$ cat src/shared/pssr_pkg.sv
`default_nettype none
package pssr_pkg;
  localparam logic [7:0] CMD_MEASURE = 8'hAA;
  localparam logic [7:0] CMD_ARG = 8'h00;
  localparam logic [7:0] CMD_NOP = 8'hF0;
  localparam logic [6:0] TWI_ADDR = 7'h18;
  localparam int ST_POWER = 6;
  localparam int ST_BUSY = 5;
  localparam int ST_MEMF = 2;
  localparam int ST_SAT = 0;
  localparam logic [1:0] MEAS_BYTES = 2'h3;
  localparam logic [1:0] CMD_LAST = 2'h2;
  localparam logic [1:0] POLL_LAST = 2'h0;
  localparam logic [1:0] FETCH_LAST = 2'h3;
  localparam logic [1:0] STEP_CMD = 2'h0;
  localparam logic [1:0] STEP_POLL = 2'h1;
  localparam logic [1:0] STEP_FETCH = 2'h2;
  localparam logic [1:0] WAIT_POLL = 2'h0;
  localparam logic [1:0] WAIT_DELAY = 2'h1;
  localparam int SYS_MHZ = 20;
  localparam int T_HDSS_NS = 2500;
  localparam int T_SUSS_NS = 100;
  localparam int T_BUS_NS = 2000;
  localparam int T_HALF_NS = 1000;
  localparam int T_WAIT_US = 5000;
  localparam int T_CONV_US = 4000;
  localparam int HDSS_CYC = (T_HDSS_NS * SYS_MHZ + 999) / 1000;
  localparam int SUSS_CYC = (T_SUSS_NS * SYS_MHZ + 999) / 1000;
  localparam int BUS_CYC = (T_BUS_NS * SYS_MHZ + 999) / 1000;
  localparam int HALF_CYC = (T_HALF_NS * SYS_MHZ + 999) / 1000;
  localparam int WAIT_CYC = T_WAIT_US * SYS_MHZ;
  localparam int CONV_CYC = T_CONV_US * SYS_MHZ;
  localparam int AW = 5;
  localparam int DW = 32;
  localparam logic [AW-1:0] REG_CTRL = 5'h00;
  localparam logic [AW-1:0] REG_STAT = 5'h04;
  localparam logic [AW-1:0] REG_DATA = 5'h08;
  localparam logic [AW-1:0] REG_IRQ = 5'h0C;
  localparam logic [AW-1:0] REG_MASK = 5'h10;
  localparam int CTRL_GO = 0;
  localparam int CTRL_MODE = 1;
  localparam int STAT_BUSY = 0;
  localparam int STAT_BYTE = 8;
  localparam int STAT_ADDR = 16;
  localparam int IRQ_DONE = 0;
  localparam int IRQ_ERR = 1;
  typedef enum logic [1:0] {
    D_STANDBY = 2'h1,
    D_CONVERT = 2'h2
  } pssr_dev_st_t;
  typedef enum logic [6:0] {
    H_IDLE = 7'h01,
    H_LEAD = 7'h02,
    H_LOW = 7'h04,
    H_HIGH = 7'h08,
    H_TRAIL = 7'h10,
    H_GAP = 7'h20,
    H_WAIT = 7'h40
  } pssr_host_st_t;
endpackage
`default_nettype wire
$ cat src/shared/pssr_if.sv
`timescale 1ns/1ns
`default_nettype none
interface pssr_if;
  logic sclk;
  logic mosi;
  logic ss_n;
  logic miso;
  logic eoc;
  modport sensor (input sclk, input mosi, input ss_n, output miso, output eoc);
  modport host (output sclk, output mosi, output ss_n, input miso, input eoc);
endinterface
`default_nettype wire

$ cat src/design/pssr_host.sv
// Decided for this implementation: register access over Avalon-MM and the register addresses.
`timescale 1ns/1ns
`default_nettype none
module pssr_host #(
  parameter int WAIT_CYC = pssr_pkg::WAIT_CYC
) (
  input wire logic sys_clk,
  input wire logic rst_b,
  input wire logic ce,
  input wire logic [pssr_pkg::AW-1:0] avs_address,
  input wire logic avs_read,
  input wire logic avs_write,
  input wire logic [pssr_pkg::DW-1:0] avs_writedata,
  output logic [pssr_pkg::DW-1:0] avs_readdata,
  output logic avs_waitrequest,
  output logic irq,
  pssr_if.host link
);
  import pssr_pkg::*;
  localparam int CW = ($clog2(WAIT_CYC + 1) > 7) ? $clog2(WAIT_CYC + 1) : 7;
  typedef struct packed {
    pssr_host_st_t st;
    logic [1:0] step;
    logic [1:0] mode;
    logic [CW-1:0] cnt;
    logic [2:0] bitn;
    logic [1:0] byten;
    logic [7:0] sh_tx;
    logic [7:0] sh_rx;
    logic sclk;
    logic ss_n;
    logic mosi;
    logic [7:0] stat;
    logic [23:0] press;
    logic [1:0] irq_st;
    logic [1:0] irq_mask;
    logic irq;
    logic wreq;
    logic [DW-1:0] rdata;
  } pssr_host_t;
  pssr_host_t q;
  pssr_host_t d;
  logic miso_s;
  logic eoc_s;
  logic [7:0] rx_byte;
  logic [1:0] ev;
  logic launch;
  logic [1:0] nstep;
  logic [1:0] last;
  logic [DW-1:0] r;

  function automatic logic [7:0] tx_byte(input logic [1:0] step,
                                         input logic [1:0] idx);
    logic [7:0] b;
    b = CMD_ARG;
    if (step == STEP_POLL)
    begin
      b = CMD_NOP;
    end
    else if (idx == 2'h0)
    begin
      b = (step == STEP_CMD) ? CMD_MEASURE : CMD_NOP;
    end
    return b;
  endfunction

  pssr_sync #(.W(2), .INIT(2'h0)) u_sync (
    .sys_clk(sys_clk),
    .rst_b(rst_b),
    .ce(ce),
    .d_in({link.miso, link.eoc}),
    .q_out({miso_s, eoc_s})
  );

  always_comb
  begin
    d = q;
    ev = 2'h0;
    launch = 1'b0;
    nstep = STEP_CMD;
    r = '0;
    rx_byte = {q.sh_rx[6:0], miso_s};
    last = (q.step == STEP_CMD) ? CMD_LAST :
           (q.step == STEP_POLL) ? POLL_LAST : FETCH_LAST;
    // Avalon slave: one wait cycle, then data with waitrequest low
    if (!q.wreq)
    begin
      d.wreq = 1'b1;
      // Writes commit at the edge that completes the transfer
      if (avs_write && avs_address == REG_CTRL)
      begin
        d.mode = avs_writedata[CTRL_MODE +: 2];
        if (avs_writedata[CTRL_GO] && q.st == H_IDLE)
        begin
          launch = 1'b1;
        end
      end
      if (avs_write && avs_address == REG_MASK)
      begin
        d.irq_mask = avs_writedata[1:0];
      end
    end
    else if (avs_read || avs_write)
    begin
      d.wreq = 1'b0;
      case (avs_address)
        REG_CTRL:
        begin
          r[CTRL_GO] = (q.st != H_IDLE);
          r[CTRL_MODE +: 2] = q.mode;
        end
        REG_STAT:
        begin
          r[STAT_BUSY] = (q.st != H_IDLE);
          r[STAT_BYTE +: 8] = q.stat;
          r[STAT_ADDR +: 7] = TWI_ADDR;
        end
        REG_DATA: r[23:0] = q.press;
        REG_IRQ:
        begin
          r[1:0] = q.irq_st;
          if (avs_read)
          begin
            d.irq_st = 2'h0;
          end
        end
        REG_MASK:
        begin
          r[1:0] = q.irq_mask;
        end
        default: r = '0;
      endcase
      d.rdata = avs_read ? r : '0;
    end
    case (q.st)
      H_IDLE: d.sclk = 1'b0;
      H_LEAD, H_LOW:
      begin
        if (q.cnt != '0)
        begin
          d.cnt = q.cnt - 1'b1;
        end
        else
        begin
          d.sclk = 1'b1;
          d.st = H_HIGH;
          d.cnt = CW'(HALF_CYC - 1);
        end
      end
      H_HIGH:
      begin
        if (q.cnt != '0)
        begin
          d.cnt = q.cnt - 1'b1;
        end
        else
        begin
          d.sclk = 1'b0;
          d.sh_rx = rx_byte;
          d.st = H_LOW;
          d.cnt = CW'(HALF_CYC - 1);
          if (q.bitn != 3'h7)
          begin
            d.bitn = q.bitn + 3'h1;
            d.sh_tx = {q.sh_tx[6:0], 1'b0};
            d.mosi = q.sh_tx[6];
          end
          else
          begin
            d.bitn = 3'h0;
            // Bytes of the measure frame are dropped
            if (q.step == STEP_POLL)
            begin
              d.stat = rx_byte;
            end
            else if (q.step == STEP_FETCH)
            begin
              if (q.byten == 2'h0)
              begin
                d.stat = rx_byte;
              end
              else
              begin
                d.press = {q.press[15:0], rx_byte};
              end
            end
            if (q.byten == last)
            begin
              d.st = H_TRAIL;
              d.mosi = 1'b0;
              d.cnt = CW'(SUSS_CYC - 1);
            end
            else
            begin
              d.byten = q.byten + 2'h1;
              d.sh_tx = tx_byte(q.step, q.byten + 2'h1);
              d.mosi = d.sh_tx[7];
            end
          end
        end
      end
      H_TRAIL:
      begin
        if (q.cnt != '0)
        begin
          d.cnt = q.cnt - 1'b1;
        end
        else
        begin
          d.ss_n = 1'b1;
          d.st = H_GAP;
          d.cnt = CW'(BUS_CYC - 1);
        end
      end
      H_GAP:
      begin
        if (q.cnt != '0)
        begin
          d.cnt = q.cnt - 1'b1;
        end
        else if (q.step == STEP_CMD)
        begin
          if (q.mode == WAIT_POLL)
          begin
            launch = 1'b1;
            nstep = STEP_POLL;
          end
          else
          begin
            d.st = H_WAIT;
            d.cnt = CW'(WAIT_CYC - 1);
          end
        end
        else if (q.step == STEP_POLL)
        begin
          launch = 1'b1;
          nstep = q.stat[ST_BUSY] ? STEP_POLL : STEP_FETCH;
        end
        else
        begin
          d.st = H_IDLE;
          ev[IRQ_DONE] = 1'b1;
          ev[IRQ_ERR] = q.stat[ST_MEMF] | q.stat[ST_SAT];
        end
      end
      H_WAIT:
      begin
        if (q.mode == WAIT_DELAY)
        begin
          if (q.cnt != '0)
          begin
            d.cnt = q.cnt - 1'b1;
          end
          else
          begin
            launch = 1'b1;
            nstep = STEP_FETCH;
          end
        end
        else if (eoc_s)
        begin
          launch = 1'b1;
          nstep = STEP_FETCH;
        end
      end
      default: d.st = H_IDLE;
    endcase
    if (launch)
    begin
      d.st = H_LEAD;
      d.step = nstep;
      d.ss_n = 1'b0;
      d.sclk = 1'b0;
      d.bitn = 3'h0;
      d.byten = 2'h0;
      d.sh_tx = tx_byte(nstep, 2'h0);
      d.mosi = d.sh_tx[7];
      d.cnt = CW'(HDSS_CYC - 1);
    end
    d.irq_st = d.irq_st | ev;
    d.irq = |(d.irq_st & d.irq_mask);
  end

  always_ff @(posedge sys_clk or negedge rst_b)
  begin
    if (!rst_b)
    begin
      q <= '0;
      q.st <= H_IDLE;
      q.ss_n <= 1'b1;
      q.wreq <= 1'b1;
    end
    else if (ce)
    begin
      q <= d;
    end
  end

  assign link.sclk = q.sclk;
  assign link.mosi = q.mosi;
  assign link.ss_n = q.ss_n;
  assign avs_readdata = q.rdata;
  assign avs_waitrequest = q.wreq;
  assign irq = q.irq;
endmodule
`default_nettype wire

$ cat src/design/pssr_sync.sv
`timescale 1ns/1ns
`default_nettype none
module pssr_sync #(
  parameter int W = 1,
  parameter logic [W-1:0] INIT = '0
) (
  input wire logic sys_clk,
  input wire logic rst_b,
  input wire logic ce,
  input wire logic [W-1:0] d_in,
  output logic [W-1:0] q_out
);
  typedef struct packed {
    logic [W-1:0] s1;
    logic [W-1:0] s2;
  } pssr_sync_st_t;
  pssr_sync_st_t q;
  pssr_sync_st_t d;

  always_comb
  begin
    d = q;
    d.s1 = d_in;
    d.s2 = q.s1;
  end

  always_ff @(posedge sys_clk or negedge rst_b)
  begin
    if (!rst_b)
    begin
      q <= {INIT, INIT};
    end
    else if (ce)
    begin
      q <= d;
    end
  end

  assign q_out = q.s2;
endmodule
`default_nettype wire

$ cat src/flat_wrapper.sv
// flat-port wrapper written by rule: the top's interface ports become plain ports
module pssr_host_flat import pssr_pkg::*;
#(
  parameter int WAIT_CYC = pssr_pkg::WAIT_CYC
)
  (sys_clk, rst_b, ce, avs_address, avs_read, avs_write, avs_writedata, avs_readdata, avs_waitrequest, irq, link_sclk, link_mosi, link_ss_n, link_miso, link_eoc);
  pssr_if link_i ();
  input wire logic sys_clk;
  input wire logic rst_b;
  input wire logic ce;
  input wire logic [pssr_pkg::AW-1:0] avs_address;
  input wire logic avs_read;
  input wire logic avs_write;
  input wire logic [pssr_pkg::DW-1:0] avs_writedata;
  output logic [pssr_pkg::DW-1:0] avs_readdata;
  output logic avs_waitrequest;
  output logic irq;
  output wire logic [$bits(link_i.sclk)-1:0] link_sclk;
  output wire logic [$bits(link_i.mosi)-1:0] link_mosi;
  output wire logic [$bits(link_i.ss_n)-1:0] link_ss_n;
  input wire logic [$bits(link_i.miso)-1:0] link_miso;
  input wire logic [$bits(link_i.eoc)-1:0] link_eoc;
  assign link_sclk = link_i.sclk;
  assign link_mosi = link_i.mosi;
  assign link_ss_n = link_i.ss_n;
  assign link_i.miso = link_miso;
  assign link_i.eoc = link_eoc;
  pssr_host #(.WAIT_CYC(WAIT_CYC)) u_core (.sys_clk(sys_clk), .rst_b(rst_b), .ce(ce), .avs_address(avs_address), .avs_read(avs_read), .avs_write(avs_write), .avs_writedata(avs_writedata), .avs_readdata(avs_readdata), .avs_waitrequest(avs_waitrequest), .irq(irq), .link(link_i));
endmodule
$ cat config.mk
export PLATFORM = sky130hd
export DESIGN_NAME = pssr_host_flat
export DESIGN_NICKNAME = d
export VERILOG_FILES = /design/src/shared/pssr_pkg.sv /design/src/shared/pssr_if.sv /design/src/design/pssr_host.sv /design/src/design/pssr_sync.sv /design/src/flat_wrapper.sv
export SDC_FILE = /design/constraint.sdc
export NUM_CORES = 1
export LEC_CHECK = 0
export CAP_MARGIN = 20
export CORE_UTILIZATION = 69
export CTS_CLUSTER_SIZE = 40
export DETAILED_ROUTE_END_ITERATION = 8
export DONT_BUFFER_PORTS = 1
export PLACE_DENSITY = 0.9
export SYNTH_ARGS = -nofsm -noshare
export SYNTH_HDL_FRONTEND = slang
export SYNTH_HIERARCHICAL = 1
export SYNTH_SLANG_ARGS = --single-unit
$ cat constraint.sdc
create_clock -name sys_clk -period 5.3 [get_ports sys_clk]
set_clock_uncertainty 0.05 [all_clocks]
set_input_delay 0.53 -clock sys_clk [delete_from_list [all_inputs] [get_ports sys_clk]]
set_output_delay 0.53 -clock sys_clk [all_outputs]
set_load 0.005 [all_outputs]
==> results.md <==
* Status: finished clean
* Tot GR Track Use at 0.355
* Clk_lat worst skew at between 0.5 and 0.6 ns
* Row Count at 33
* Critical Path Fanout Max at 24
* Crit. End Element: register
* Worst EP arrival at 4.02 ns
* CP required at 5.64 ns
* Layout cell share with drive strength beyond 1 at 0.158
* 1st-pass router iterations at 5
* Setup TNS at 0 ns
* Vias in the first global route at 4771
* Number of synthesized flops with an enable pin at 0
* Diodes inserted at 0
* Root Driver: clkbuf_8
* Ys Warns at 6
* Max-cap violations at 0
* Slew headroom at 0.348
* Worst ir drop on vdd at 193 uV
* Final net count at 637
* Post-Syn Instances at around 610
* Startpoint Class: register
* Ys flop type: dfrtp_1
* Gr ovfl total at 0
* Seq/Total Area, Yosys at 0.475
* Min Tclk post-route at 3.68 ns
* Die W at 95.7 um
* Core area at 8340 um^2
* DRC at 0
* Detailed router's first-iteration violation count at between 600 and 700
* Worst Max-Slew Pin Slew at 0.975 ns
* PwrDens at approximately 370 nW/um^2
* Layout area overhead at 7.58%
* Hold_ws at 0.0652 ns
* Final setup violation count at 0
* WS Path Type: register to register
* Final Hold Violating Endpoints at 0
* Tcrit/Tclk final at 0.694
* Final WL at approximately 15000 um
* CTS clk-pin slew, worst paths at 0.06 ns
* Initial antenna violation count at 0
* Slew Limit Fails at 0
* Hold Crit Class: input pin to register
* Static leakage power at 3.00 nW
* CTS buffer count at 17
* # IOs at roughly 80
* Multi-input gate area at 2760 um^2
* TritonCTS clock tree: built
* FF+latch area at 2880 um^2
* DR WL/cell at roughly 22 um
* I/O Buffers at 0
* Die height at around 96 um
* ANT nets after route at 0
* Setup repair bufs after CTS at 0
* Largest net degree at the start of global routing at approximately 120
* Total number of vias at about 5000
* Vias per cell at between 7 and 8
* Post-synth cell types at 68
* Number of H-tree levels at 4
* Unrepaired setup endpoints after global routing: false
* Synth Area per Inst at 9.92 um^2
* Die Area at 9160 um^2
* Synthesized area at 6060 um^2
* Initial core utilization at 0.727
* Asr flop ratio synth at 1.00
* Clock buffer depth at 2
* Clock sink count at 115
* Fill cells at 452
* Global placer's final weighted congestion at 0.943
* DP HPWL at 9060 um
* #FFs+latches synth at 115
* Fmax at ~270 MHz
* First-pass GRT wire length at 24300 um
[layer usage]
metal | wire (um) | part of all wire | GRT usage | up-vias
li1 | - | - | - | 2127
met1 | 5930 | 0.39 | 0.457 | 2409
met2 | 7250 | 0.48 | 0.546 | 383
met3 | 1660 | 0.11 | 0.112 | 64
met4 | 422 | 0.028 | 0.165 | 0
met5 | 0 | 0 | 0.0119 | -
[cells by family (layout without fill, tap and decap cells)]
logic type	Yosys count	after routing	share of synthesized area
xor+xnor	8	8	0.0116
compound gates	138	138	0.160
simple gates	218	218	0.185
fa+ha+maj	10	10	0.0206
mux	39	39	0.0716
buf+inv	82	60	0.0756
flops	115	115	0.475
other cells	1	8	0.000619
[layout make-up]
type                            count  share of cell area
Sequential cell                   115               0.442
Multi-Input combinational cell    421               0.423
Clock buffer                       17              0.0635
Clock inverter                     15              0.0276
Tap cell                          105              0.0201
Inverter                           21              0.0121
Timing Repair Buffer                7              0.0119
[repair_timing]
| action | 4_1_cts | 5_1_grt |
|---|---|---|
| hold endpoints to repair | 116 | 0 |
| hold buffers | 3 | 0 |
| gates resized for setup | 0 | 0 |
[cells in the mapped netlist (all sizes together), types with 2 or more instances]
library cell  instances  area share
dfrtp               112        0.46
nand2                84       0.052
buf                  45       0.053
mux2                 35       0.065
nor2                 35       0.022
o21ai                33       0.027
nand3                24       0.021
a21oi                22       0.018
inv                  21       0.013
a22o                 18       0.026
a22oi                16       0.020
clkbuf               16      0.0099
nor3                 15       0.013
nor4                 12       0.018
ha                   10       0.021
or3                   8      0.0083
o22ai                 7      0.0072
nor2b                 6      0.0062
a211oi                5      0.0062
and3                  5      0.0052
nand4                 5      0.0062
xor2                  5      0.0072
a31oi                 4      0.0041
mux2i                 4      0.0066
nor3b                 4      0.0050
o211ai                4      0.0050
o31ai                 4      0.0050
or2                   4      0.0041
or4                   4      0.0062
a2111oi               3      0.0074
a21o                  3      0.0037
and4                  3      0.0043
dfstp                 3       0.013
xnor2                 3      0.0043
a221o                 2      0.0033
a32o                  2      0.0033
and2                  2      0.0021
nand2b                2      0.0021
nand4b                2      0.0039
nor4b                 2      0.0029
o21a                  2      0.0025
o31a                  2      0.0029
o32a                  2      0.0033
[power breakdown]
| part | switching (mW) | leakage (nW) | total [mW] | internal (mW) |
|---|---|---|---|---|
| clock network | 0.453 | 0.291 | 1.14 | 0.690 |
| logic | 0.171 | 1.19 | 0.288 | 0.117 |
| registers | 0.0557 | 1.51 | 0.976 | 0.920 |
| total | 0.680 | 3.00 | 2.41 | 1.73 |
[final timing paths]
path                                                 from                                 end  slack (ns)  depth (start not counted)
worst min-delay path                                   ce            u_core/q[35]$_DFFE_PN0P_        0.07                          1
max in group asynchronous                           rst_b            u_core/q[82]$_DFFE_PN0P_        4.18                          2
worst max register to register  u_core/q[121]$_DFFE_PN0P_            u_core/q[46]$_DFFE_PN0P_        1.62                          5
worst min register to register   u_core/q[63]$_DFFE_PN0P_            u_core/q[63]$_DFFE_PN0P_        0.45                          2
worst max-delay path            u_core/q[121]$_DFFE_PN0P_            u_core/q[46]$_DFFE_PN0P_        1.62                          5
min in group asynchronous                           rst_b  u_core/avs_readdata[1]$_DFFE_PN0P_        0.55                          2
[cells in the final DEF (no fill, tap or decap), drive strengths merged, types with 5 or more instances in the layout]
master / synthesis / routed
and3: 5 / 5
or3: 8 / 8
dfrtp: 112 / 112
o21ai: 33 / 33
buf: 45 / 5
nor4: 12 / 12
a22o: 18 / 18
clkbuf: 16 / 17
xor2: 5 / 5
inv: 21 / 32
nand3: 24 / 24
nor3: 15 / 15
nor2b: 6 / 6
nor2: 35 / 35
mux2: 35 / 35
ha: 10 / 10
a22oi: 16 / 16
a21oi: 22 / 22
o22ai: 7 / 7
nand4: 5 / 5
conb: 1 / 8
nand2: 84 / 84
a211oi: 5 / 5
[registers in the layout, indices dropped and copies added, names as in the netlist]
name,cells
u_core/avs_waitrequest,1
u_core/link.mosi,1
u_core/avs_readdata,24
u_core/link.sclk,1
u_core/link.ss_n,1
u_core/q,82
u_core/u_sync/q_out,2
u_core/u_sync/d,2
u_core/irq,1
[worst max-delay path: stages (launching register included)]
cell and delay, ns:
dfrtp_1 0.49, nor4_2 0.42, nand3_1 0.36, nor3_2 0.80
nand4b_2 0.86, mux2_2 0.56
[per-stage QoR]
step	total power [mW]	setup WS (ns)	util	std cells	area (um^2)
floorplan	1.20	2.72	-	618	6090
global placement	1.22	1.79	0.705	666	5880
detailed placement	1.24	1.73	0.705	666	5880
CTS	2.41	1.66	0.782	701	6520
global route	2.50	1.39	0.782	701	6520
finish	2.41	1.62	0.782	701	6520
(Power assumes the default switching activity.)
